### src/shared/ldum_params.svh
// What this block does
// - six-switch number picks the configuration entry
// - port-count switch picks four or eight drives
// - dual drive p serves logical p and p+4
// - dual only with four drives; else one each
// - four-drive entries may mix single and dual
// - each unit shows one of five emulated types
// - empty drive ports are allowed and left unmapped
// - only the active socket table is consulted
// - eight ports, four-port table, lsb off: next entry
// - lsb on: drives 4-7 repeat 0-3, single
//
// Purpose: constants of the logical drive unit mapper
// Assumes: byte addresses on the avalon-mm register port
// Notes:   types live in ldum_pkg
`ifndef LDUM_PARAMS_SVH
`define LDUM_PARAMS_SVH
// register byte offsets
`define LDUM_OFS_STATUS 8'h00
`define LDUM_OFS_QUERY  8'h04
`define LDUM_OFS_RESULT 8'h08
`define LDUM_OFS_PADDR  8'h0C
`define LDUM_OFS_PDATA  8'h10
// cycles to wait for the switch synchronisers after reset
`define LDUM_SETTLE_CYCLES 3
// table geometry
`define LDUM_LAST_PORT 3'h7
`define LDUM_ENTRY_STEP 6'h01
// unformatted capacities in megabytes
`define LDUM_CAP_SMALL_A 10'h050
`define LDUM_CAP_SMALL_B 10'h050
`define LDUM_CAP_LARGE   10'h12C
`define LDUM_CAP_MEDIUM  10'h0A0
`define LDUM_CAP_PACK    10'h0C8
`endif

### src/shared/ldum_pkg.sv
// Purpose: types shared by the mapper files
// Assumes: ldum_params.svh holds the numbers
// Notes:   all structs are packed
package ldum_pkg;
	// build sequencer states
	typedef enum logic [2:0] {
		LDUM_ST_SETTLE = 3'b000,
		LDUM_ST_LATCH  = 3'b001,
		LDUM_ST_FETCH  = 3'b010,
		LDUM_ST_APPLY  = 3'b011,
		LDUM_ST_DONE   = 3'b100
	} ldum_state_type;
	// emulated subsystem kinds
	typedef enum logic [2:0] {
		LDUM_EMU_SMALL_A = 3'b000,
		LDUM_EMU_SMALL_B = 3'b001,
		LDUM_EMU_LARGE   = 3'b010,
		LDUM_EMU_MEDIUM  = 3'b011,
		LDUM_EMU_PACK    = 3'b100
	} ldum_emul_type;
	// one table byte: a port slot of a configuration entry
	typedef struct packed {
		logic       used;
		logic       dual;
		logic [2:0] type_hi;
		logic [2:0] type_lo;
	} ldum_prom_word_type;
	// one logical unit of the map
	typedef struct packed {
		logic       valid;
		logic [2:0] port;
		logic       half;
		logic [2:0] emul;
	} ldum_unit_type;
	// switch and socket straps
	typedef struct packed {
		logic [5:0] cfg;
		logic       table8;
		logic       wide;
		logic       eight;
	} ldum_sw_type;
	// whole state of the top module
	typedef struct packed {
		ldum_sw_type             sync1;
		ldum_sw_type             sync2;
		ldum_sw_type             sw;
		ldum_state_type          st;
		logic [2:0]              cnt;
		logic [2:0]              port;
		ldum_unit_type [7:0]     map;
		logic [7:0]              drv_en;
		logic [7:0]              drv_dual;
		logic [2:0]              query;
		logic [31:0]             rdata;
		logic                    rvalid;
		logic [8:0]              paddr;
		ldum_unit_type           host;
		logic [9:0]              host_cap;
	} ldum_top_state_type;
endpackage

### src/hdl/ldum_cfg_rom.sv
// Purpose: storage of the active configuration socket
// Assumes: one write port, one registered read port
// Notes:   contents survive reset, like a fitted prom
module ldum_cfg_rom #(
	parameter int ADDR_W = 9,
	parameter int DATA_W = 8
) (
	// clock and reset
	input  wire logic              clk_in,
	input  wire logic              nrst_in,
	// write side
	input  wire logic              we_in,
	input  wire logic [ADDR_W-1:0] waddr_in,
	input  wire logic [DATA_W-1:0] wdata_in,
	// read side
	input  wire logic [ADDR_W-1:0] raddr_in,
	output logic      [DATA_W-1:0] rdata_out
);
	logic [DATA_W-1:0] mem [2**ADDR_W];  // table bytes
	logic [DATA_W-1:0] rdata_r;          // registered read word

	// refuse shapes the addressing cannot serve
	if (ADDR_W < 1 || ADDR_W > 16 || DATA_W < 1) begin : g_bad
		$error("ldum_cfg_rom: bad geometry");
	end

	// empty socket reads as unused slots
	initial begin
		for (int i = 0; i < 2**ADDR_W; i++) begin
			mem[i] = '0;
		end
	end

	// storage has no reset so a loaded table outlives it
	always_ff @(posedge clk_in) begin
		if (we_in) begin
			mem[waddr_in] <= wdata_in;
		end
	end

	// read word comes out one cycle after the address
	always_ff @(posedge clk_in or negedge nrst_in) begin
		if (!nrst_in) begin
			rdata_r <= '0;
		end else begin
			rdata_r <= mem[raddr_in];
		end
	end

	assign rdata_out = rdata_r;
endmodule

### src/hdl/ldum_top.sv
// Purpose: maps logical disk units onto physical drive ports
// Assumes: switches are static pins, host lookup is on clk_in
// Notes:   mapping is rebuilt only at reset release
`include "ldum_params.svh"
module ldum_top #(
	parameter int SETTLE_CYCLES = `LDUM_SETTLE_CYCLES
) (
	// clock and reset
	input  wire logic        clk_in,
	input  wire logic        nrst_in,
	// switch pins and socket strap
	input  wire logic [5:0]  config_number_in,
	input  wire logic        port_count_select_in,
	input  wire logic        wide_backplane_present_in,
	input  wire logic        prom_eight_port_in,
	// avalon-mm slave
	input  wire logic [7:0]  avs_address_in,
	input  wire logic        avs_read_in,
	input  wire logic        avs_write_in,
	input  wire logic [31:0] avs_writedata_in,
	input  wire logic [3:0]  avs_byteenable_in,
	output logic      [31:0] avs_readdata_out,
	output logic             avs_waitrequest_out,
	// host unit lookup
	input  wire logic [2:0]  host_unit_in,
	output logic             host_valid_out,
	output logic      [2:0]  host_port_out,
	output logic             host_upper_half_out,
	output logic      [2:0]  host_emul_out,
	output logic      [9:0]  host_capacity_out,
	// drive ports
	output logic      [7:0]  drive_enable_out,
	output logic      [7:0]  drive_dual_out,
	output logic             map_ready_out
);
	localparam logic [2:0] SETTLE_LAST = 3'(SETTLE_CYCLES - 1);  // last settle count

	ldum_pkg::ldum_top_state_type s;        // registered state
	ldum_pkg::ldum_top_state_type n;        // next state
	ldum_pkg::ldum_sw_type        pins;     // raw switch levels
	ldum_pkg::ldum_prom_word_type word;     // table byte being applied
	ldum_pkg::ldum_unit_type      q;        // unit picked by query
	logic [8:0]                   rom_raddr;
	logic [7:0]                   rom_rdata;
	logic                         rom_we;
	logic                         ready;    // map built and frozen

	// the counter is three bits wide
	if (SETTLE_CYCLES < 2 || SETTLE_CYCLES > 8) begin : g_bad
		$error("ldum_top: SETTLE_CYCLES out of range");
	end

	// table index of a port slot for the latched switches
	function automatic logic [8:0] prom_index(input ldum_pkg::ldum_sw_type sw, input logic [2:0] p);
		logic [5:0] entry;
		entry = sw.cfg;
		prom_index = {sw.cfg, p};
		// four-port table stretched over eight drives
		if (sw.eight && !sw.table8 && p[2]) begin
			if (!sw.cfg[0]) begin
				entry = 6'(sw.cfg + `LDUM_ENTRY_STEP);
			end
			prom_index = {entry, 1'b0, p[1:0]};
		end
	endfunction

	// ports 4-7 exist only with eight drives on a wide backplane
	function automatic logic port_live(input ldum_pkg::ldum_sw_type sw, input logic [2:0] p);
		port_live = !p[2] || (sw.eight && sw.wide);
	endfunction

	// capacity of an emulated kind, zero for an unknown code
	function automatic logic [9:0] emul_cap(input logic [2:0] e);
		case (e)
			ldum_pkg::LDUM_EMU_SMALL_A: emul_cap = `LDUM_CAP_SMALL_A;
			ldum_pkg::LDUM_EMU_SMALL_B: emul_cap = `LDUM_CAP_SMALL_B;
			ldum_pkg::LDUM_EMU_LARGE:   emul_cap = `LDUM_CAP_LARGE;
			ldum_pkg::LDUM_EMU_MEDIUM:  emul_cap = `LDUM_CAP_MEDIUM;
			ldum_pkg::LDUM_EMU_PACK:    emul_cap = `LDUM_CAP_PACK;
			default:                    emul_cap = 10'h000;
		endcase
	endfunction

	assign pins = '{cfg: config_number_in, table8: prom_eight_port_in,
		wide: wide_backplane_present_in, eight: port_count_select_in};
	assign ready = (s.st == ldum_pkg::LDUM_ST_DONE);
	assign word = ldum_pkg::ldum_prom_word_type'(rom_rdata);
	assign q = ready ? s.map[s.query] : '0;
	assign rom_raddr = prom_index(s.sw, s.port);

	// active socket; no other table source exists
	ldum_cfg_rom #(
		.ADDR_W (9),
		.DATA_W (8)
	) u_active_config_socket (
		.clk_in    (clk_in),
		.nrst_in   (nrst_in),
		.we_in     (rom_we),
		.waddr_in  (s.paddr),
		.wdata_in  (avs_writedata_in[7:0]),
		.raddr_in  (rom_raddr),
		.rdata_out (rom_rdata)
	);

	// next-state logic: synchronisers, build sequencer, bus, host
	always_comb begin
		n = s;
		rom_we = 1'b0;
		n.sync1 = pins;
		n.sync2 = s.sync1;
		n.rvalid = 1'b0;
		case (s.st)
			// let the two-flop chains fill before trusting them
			ldum_pkg::LDUM_ST_SETTLE: begin
				n.cnt = 3'(s.cnt + 3'h1);
				if (s.cnt == SETTLE_LAST) begin
					n.st = ldum_pkg::LDUM_ST_LATCH;
				end
			end
			// switches taken once; later moves are ignored
			ldum_pkg::LDUM_ST_LATCH: begin
				n.sw = s.sync2;
				n.port = 3'h0;
				n.map = '0;
				n.drv_en = 8'h00;
				n.drv_dual = 8'h00;
				n.st = ldum_pkg::LDUM_ST_FETCH;
			end
			// address is on the table, data next cycle
			ldum_pkg::LDUM_ST_FETCH: begin
				n.st = ldum_pkg::LDUM_ST_APPLY;
			end
			// place this port's units into the map
			ldum_pkg::LDUM_ST_APPLY: begin
				if (port_live(s.sw, s.port) && word.used) begin
					n.map[s.port] = '{valid: 1'b1, port: s.port, half: 1'b0, emul: word.type_lo};
					n.drv_en[s.port] = 1'b1;
					// second unit only in the four-drive setting
					if (word.dual && !s.sw.eight) begin
						n.map[{1'b1, s.port[1:0]}] = '{valid: 1'b1, port: s.port, half: 1'b1,
							emul: word.type_hi};
						n.drv_dual[s.port] = 1'b1;
					end
				end
				if (s.port == `LDUM_LAST_PORT) begin
					n.st = ldum_pkg::LDUM_ST_DONE;
				end else begin
					n.port = 3'(s.port + 3'h1);
					n.st = ldum_pkg::LDUM_ST_FETCH;
				end
			end
			// frozen until the next reset
			ldum_pkg::LDUM_ST_DONE: begin
				n.st = ldum_pkg::LDUM_ST_DONE;
			end
			default: begin
				n.st = ldum_pkg::LDUM_ST_SETTLE;
			end
		endcase
		// read: one wait cycle, then the registered word
		if (avs_read_in && !s.rvalid) begin
			n.rvalid = 1'b1;
			case (avs_address_in)
				`LDUM_OFS_STATUS: n.rdata = {22'h0, s.sw.cfg, s.sw.table8, s.sw.wide, s.sw.eight, ready};
				`LDUM_OFS_QUERY:  n.rdata = {29'h0, s.query};
				`LDUM_OFS_RESULT: n.rdata = {14'h0, q.valid ? emul_cap(q.emul) : 10'h000,
					q.emul, q.half, q.port, q.valid};
				`LDUM_OFS_PADDR:  n.rdata = {23'h0, s.paddr};
				default:          n.rdata = 32'h0000_0000;
			endcase
		end
		// write: taken in the request cycle, low lane required
		if (avs_write_in && avs_byteenable_in[0]) begin
			case (avs_address_in)
				`LDUM_OFS_QUERY: n.query = avs_writedata_in[2:0];
				`LDUM_OFS_PADDR: n.paddr = avs_writedata_in[8:0];
				// byte load into the socket, pointer steps on
				`LDUM_OFS_PDATA: begin
					rom_we = 1'b1;
					n.paddr = 9'(s.paddr + 9'h001);
				end
				default: begin
				end
			endcase
		end
		// host lookup answers only from a finished map
		n.host = ready ? s.map[host_unit_in] : '0;
		n.host_cap = n.host.valid ? emul_cap(n.host.emul) : 10'h000;
	end

	// single state register
	always_ff @(posedge clk_in or negedge nrst_in) begin
		if (!nrst_in) begin
			s <= '0;
		end else begin
			s <= n;
		end
	end

	assign avs_waitrequest_out = avs_read_in && !s.rvalid;
	assign avs_readdata_out = s.rdata;
	assign host_valid_out = s.host.valid;
	assign host_port_out = s.host.port;
	assign host_upper_half_out = s.host.half;
	assign host_emul_out = s.host.emul;
	assign host_capacity_out = s.host_cap;
	assign drive_enable_out = s.drv_en;
	assign drive_dual_out = s.drv_dual;
	assign map_ready_out = ready;
endmodule

### config.mk
export PLATFORM = sky130hd
export DESIGN_NAME = ldum_top
export DESIGN_NICKNAME = d
export VERILOG_FILES = /design/src/shared/ldum_pkg.sv /design/src/hdl/ldum_cfg_rom.sv /design/src/hdl/ldum_top.sv
export VERILOG_INCLUDE_DIRS = /design/src /design/src/shared
export SDC_FILE = /design/constraint.sdc
export NUM_CORES = 2
export LEC_CHECK = 0
export BUFFER_PORTS_ARGS = -buffer_cell sky130_fd_sc_hd__buf_2
export CAP_MARGIN = 20
export CORE_MARGIN = 5
export CORE_UTILIZATION = 60
export CTS_CLUSTER_SIZE = 28
export DETAILED_ROUTE_END_ITERATION = 8
export MAX_ROUTING_LAYER = met4
export PLACE_DENSITY_LB_ADDON = 0.15
export SYNTH_ARGS = -nofsm -noshare
export SYNTH_HDL_FRONTEND = slang
export SYNTH_SLANG_ARGS = --single-unit
export TNS_END_PERCENT = 20
### constraint.sdc
create_clock -name clk_in -period 3 [get_ports clk_in]
set_clock_uncertainty 0.15 [all_clocks]
set_input_delay 0.6 -clock clk_in [delete_from_list [all_inputs] [get_ports clk_in]]
set_output_delay 0.6 -clock clk_in [all_outputs]
set_load 0.02 [all_outputs]
==> run summary <==
Status
- **result of the run** finished, violations left
- **violated checks** negative setup slack

Detailed routing
- **Routed WL per cell** 32.4 µm
- **routed vias** 88787
- **Initial DRC Count** 12599
- **DRC** 0
- **Final ANT Viol Nets** 0
- **WL final** 437000 µm
- **total iterations of the first detailed-routing run** 8
- **vias per inst** 6.58

Placed design
- **Detailed Place HPWL** 284000 µm
- **input/output buffers** 83
- **pre-CTS setup slack** -1.15 ns
- **placed cell count** 12637
- **RePlAce Congestion** 0.939

Synth
- **cell area after technology mapping** 167000 µm²
- **Seq/Total Area, Yosys** 76.3%
- **most used flip-flop cell after synthesis** edfxtp_1
- **Avg Inst Size Synth** 21.0 µm²
- **#FFs+latches synth** 4259
- **Unique masters post-synth** 60
- **count of synthesis-stage warnings from yosys** 0
- **count of flip-flops with a built-in enable after synthesis** 4096
- **fraction of registers with async set or reset after synthesis** 3.83%
- **Mapped Cells** 7947

CTS
- **CTS tree** yes
- **clock transition at the registers of the reported paths** 0.06 ns
- **largest buffer count on any clock path** 4
- **total clock sinks** 4259
- **number of CTS-inserted buffers** 421
- **number of levels the H-tree was split into** 5
- **Root Buffer Master** clkbuf_16
- **insertion delay of the later-clocked pin in the worst-skew pair** 0.94 ns

Setup path
- **largest fanout of any net on the critical path** 12
- **Worst Setup Start Kind** register
- **capturing element type of the critical path** register
- **critical path data required time** 3.70 ns
- **critical path class** reg2reg
- **worst endpoint data arrival time** 4.50 ns

Power and ir drop
- **leakage power summed over all cells** 67.4 nW
- **worst supply voltage drop on vdd** 0.493 mV
- **pwr dens** 616 nW/µm²
- **overall power after layout** 0.122 W

STA
- **number of endpoints with negative hold slack in the final report** 0
- **Final Cycle Share** 127%
- **time the worst path needs with I/O delays and setup** 3.80 ns
- **setup repair after global routing missed its margin** yes
- **worst-margin pin slew** 1.12 ns
- **FMAX** 263 MHz
- **worst path setup slack after routing** -0.799 ns
- **number of pins exceeding their max-slew limit in the final report** 0
- **final number of setup-violating endpoints** 9
- **Slew HR** 24.6%

Global routing
- **maximum number of pins on one net before global-route repair** 163
- **global-route wire length before repair** 631000 µm
- **aggregate global-route resource usage** 31.5%
- **vias in the first global route** 89223
- **grt ovf** 0
- **number of antenna violations at the first check in global routing** 18

Floorplan
- **total number of placement rows** 193
- **Placeable Area** 276000 µm²
- **Starting Density** 60.2%
- **floorplan die width** 537 µm
- **number of top-level design ports** 128
- **Die Area** 288000 µm²
- **die span in y** 537 µm

Final layout
- **share of final-layout standard cells stronger than drive strength 1** 36.3%
- **non-filler cells in the finished layout** 13495
- **nets** 9506
- **synth-to-layout area growth** 19.0%

Hold path
- **class of the tightest hold or removal check** in2async

Job
- **max-capacitance violation count** 0

worst max-delay path: stages (launching register included):
cell and delay [ns]:
dfrtp_4 0.54, buf_12 0.18, buf_16 0.15, buf_12 0.13
buf_12 0.14, mux4_2 0.35, mux4_2 0.27, nor2_1 0.05
nor4_1 0.93, o22ai_1 0.35, buf_4 0.24, o211ai_1 0.20
cell type report:
| type | instances | area (µm²) |
|---|---|---|
| multi-input combinational | 3119 | 37200 |
| inverter | 16 | 62.6 |
| clock buffer | 530 | 11300 |
| clock inverter | 240 | 2570 |
| antenna | 8 | 20.0 |
| tap | 3705 | 4640 |
| timing repair buffer | 1618 | 15400 |
| fill | 15928 | 78200 |
| sequential | 4259 | 127000 |
Yosys cell counts, types with 25 or more instances:
library cell,count,area (µm²)
a211oi_1,64,480
a21oi_1,45,225
and3_1,109,682
buf_1,26,97.6
buf_2,116,581
buf_4,133,998
clkbuf_1,279,1050
dfrtp_1,163,4080
edfxtp_1,4096,123000
mux2_2,71,800
mux4_2,1150,25900
nand2_1,228,856
nand3_1,111,556
nand4_1,32,200
nor2_1,641,2410
nor2b_1,25,156
nor3_1,52,260
nor4_1,71,444
o21ai_0,87,435
o22ai_1,115,719
o41ai_1,32,280
placed cells by master (no fill, tap or decap), drive strengths merged, types with 21 or more instances in the layout:
| cell type | n |
|---|---|
| a211oi | 64 |
| a21oi | 45 |
| a22oi | 22 |
| and2 | 21 |
| and3 | 109 |
| buf | 1591 |
| bufinv | 45 |
| clkbuf | 532 |
| clkinv | 171 |
| dfrtp | 163 |
| dlygate4sd3 | 23 |
| edfxtp | 4096 |
| inv | 24 |
| mux2 | 71 |
| mux4 | 1150 |
| nand2 | 228 |
| nand2b | 23 |
| nand3 | 112 |
| nand4 | 32 |
| nor2 | 642 |
| nor2b | 25 |
| nor3 | 53 |
| nor4 | 71 |
| o21ai | 92 |
| o22ai | 115 |
| o41ai | 32 |
metal layers:
metal  vias to the layer above  wire length [µm]  GRT usage (%)
li1                      35949                 -              -
met5                         -                 0              -
met4                         0             16400           9.88
met3                       792             45700           5.99
met1                     46809            166000           44.7
met2                      5237            209000           47.5
path summary, 6_finish.rpt:
path | start | endpoint | slack [ns] | cells past startpoint
worst max-delay path | s[143]$_DFFE_PN0P_ | u_active_config_socket.rdata_out[2]$_DFF_PN0_ | -0.80 | 11
worst min-delay path | nrst_in | s[114]$_DFFE_PN0P_ | 0.06 | 2
worst max register to register | s[143]$_DFFE_PN0P_ | u_active_config_socket.rdata_out[2]$_DFF_PN0_ | -0.80 | 11
worst min register to register | n[166]$_DFF_PN0_ | s[166]$_DFF_PN0_ | 0.20 | 0
max in group asynchronous | nrst_in | s[144]$_DFFE_PN0P_ | 1.65 | 3
min in group clk_in | avs_address_in[2] | avs_readdata_out[9]$_DFFE_PN0P_ | 0.10 | 4
per-stage QoR:
stage / hold slack, ns / setup TNS (ns) / util (%) / cell area [µm²]
6_report: 0.0642 / -5.30 / 71.7 / 198000
3_5_place_dp: 0.193 / -1498.57 / 66.2 / 183000
2_1_floorplan: 0.154 / -289.20 / - / 167000
5_1_grt: 0.0904 / -5.43 / 71.7 / 198000
4_1_cts: 0.0358 / -5.05 / 71.6 / 198000
3_3_place_gp: 0.186 / -1416.91 / 66.2 / 183000
state kept, by name, summed over array words and instances, names as in the netlist:
signal	flops
u_active_config_socket.mem	4096
s	100
avs_readdata_out	16
n	9
drive_dual_out	8
drive_enable_out	8
u_active_config_socket.rdata_out	8
host_capacity_out	6
host_emul_out	3
host_port_out	3
host_upper_half_out	1
host_valid_out	1
repair_timing:
item                                    4_1_cts  5_1_grt
cloned                                        4        2
buffers inserted                             33       19
hold buffers                                 23        0
resized for setup                            63       43
pin swaps                                    18       18
endpoints found under the setup margin        9       59
hold endpoints to repair                    383        0
power breakdown:
group | internal (W) | switching (W)
Combinational | 0.00119 | 0.00263
Sequential | 0.0653 | 0.000299
Clock | 0.0306 | 0.0222
logic make-up (layout without fill, tap and decap cells):
kind of cell             Yosys count  count (layout)  share of synthesized area [%]
other                              1              26                        0.00225
adder cells (fa/ha/maj)           11              11                         0.0826
flip-flops                      4259            4259                           76.3
AO/OA/AOI/OAI                    478             478                           1.94
buffers and inverters            586            2404                           1.78
AND/OR/NAND/NOR                 1373            1373                           3.77
multiplexers                    1236            1236                           16.1
XOR/XNOR                           3               3                         0.0158
Power figures use the tool's default switching activity.
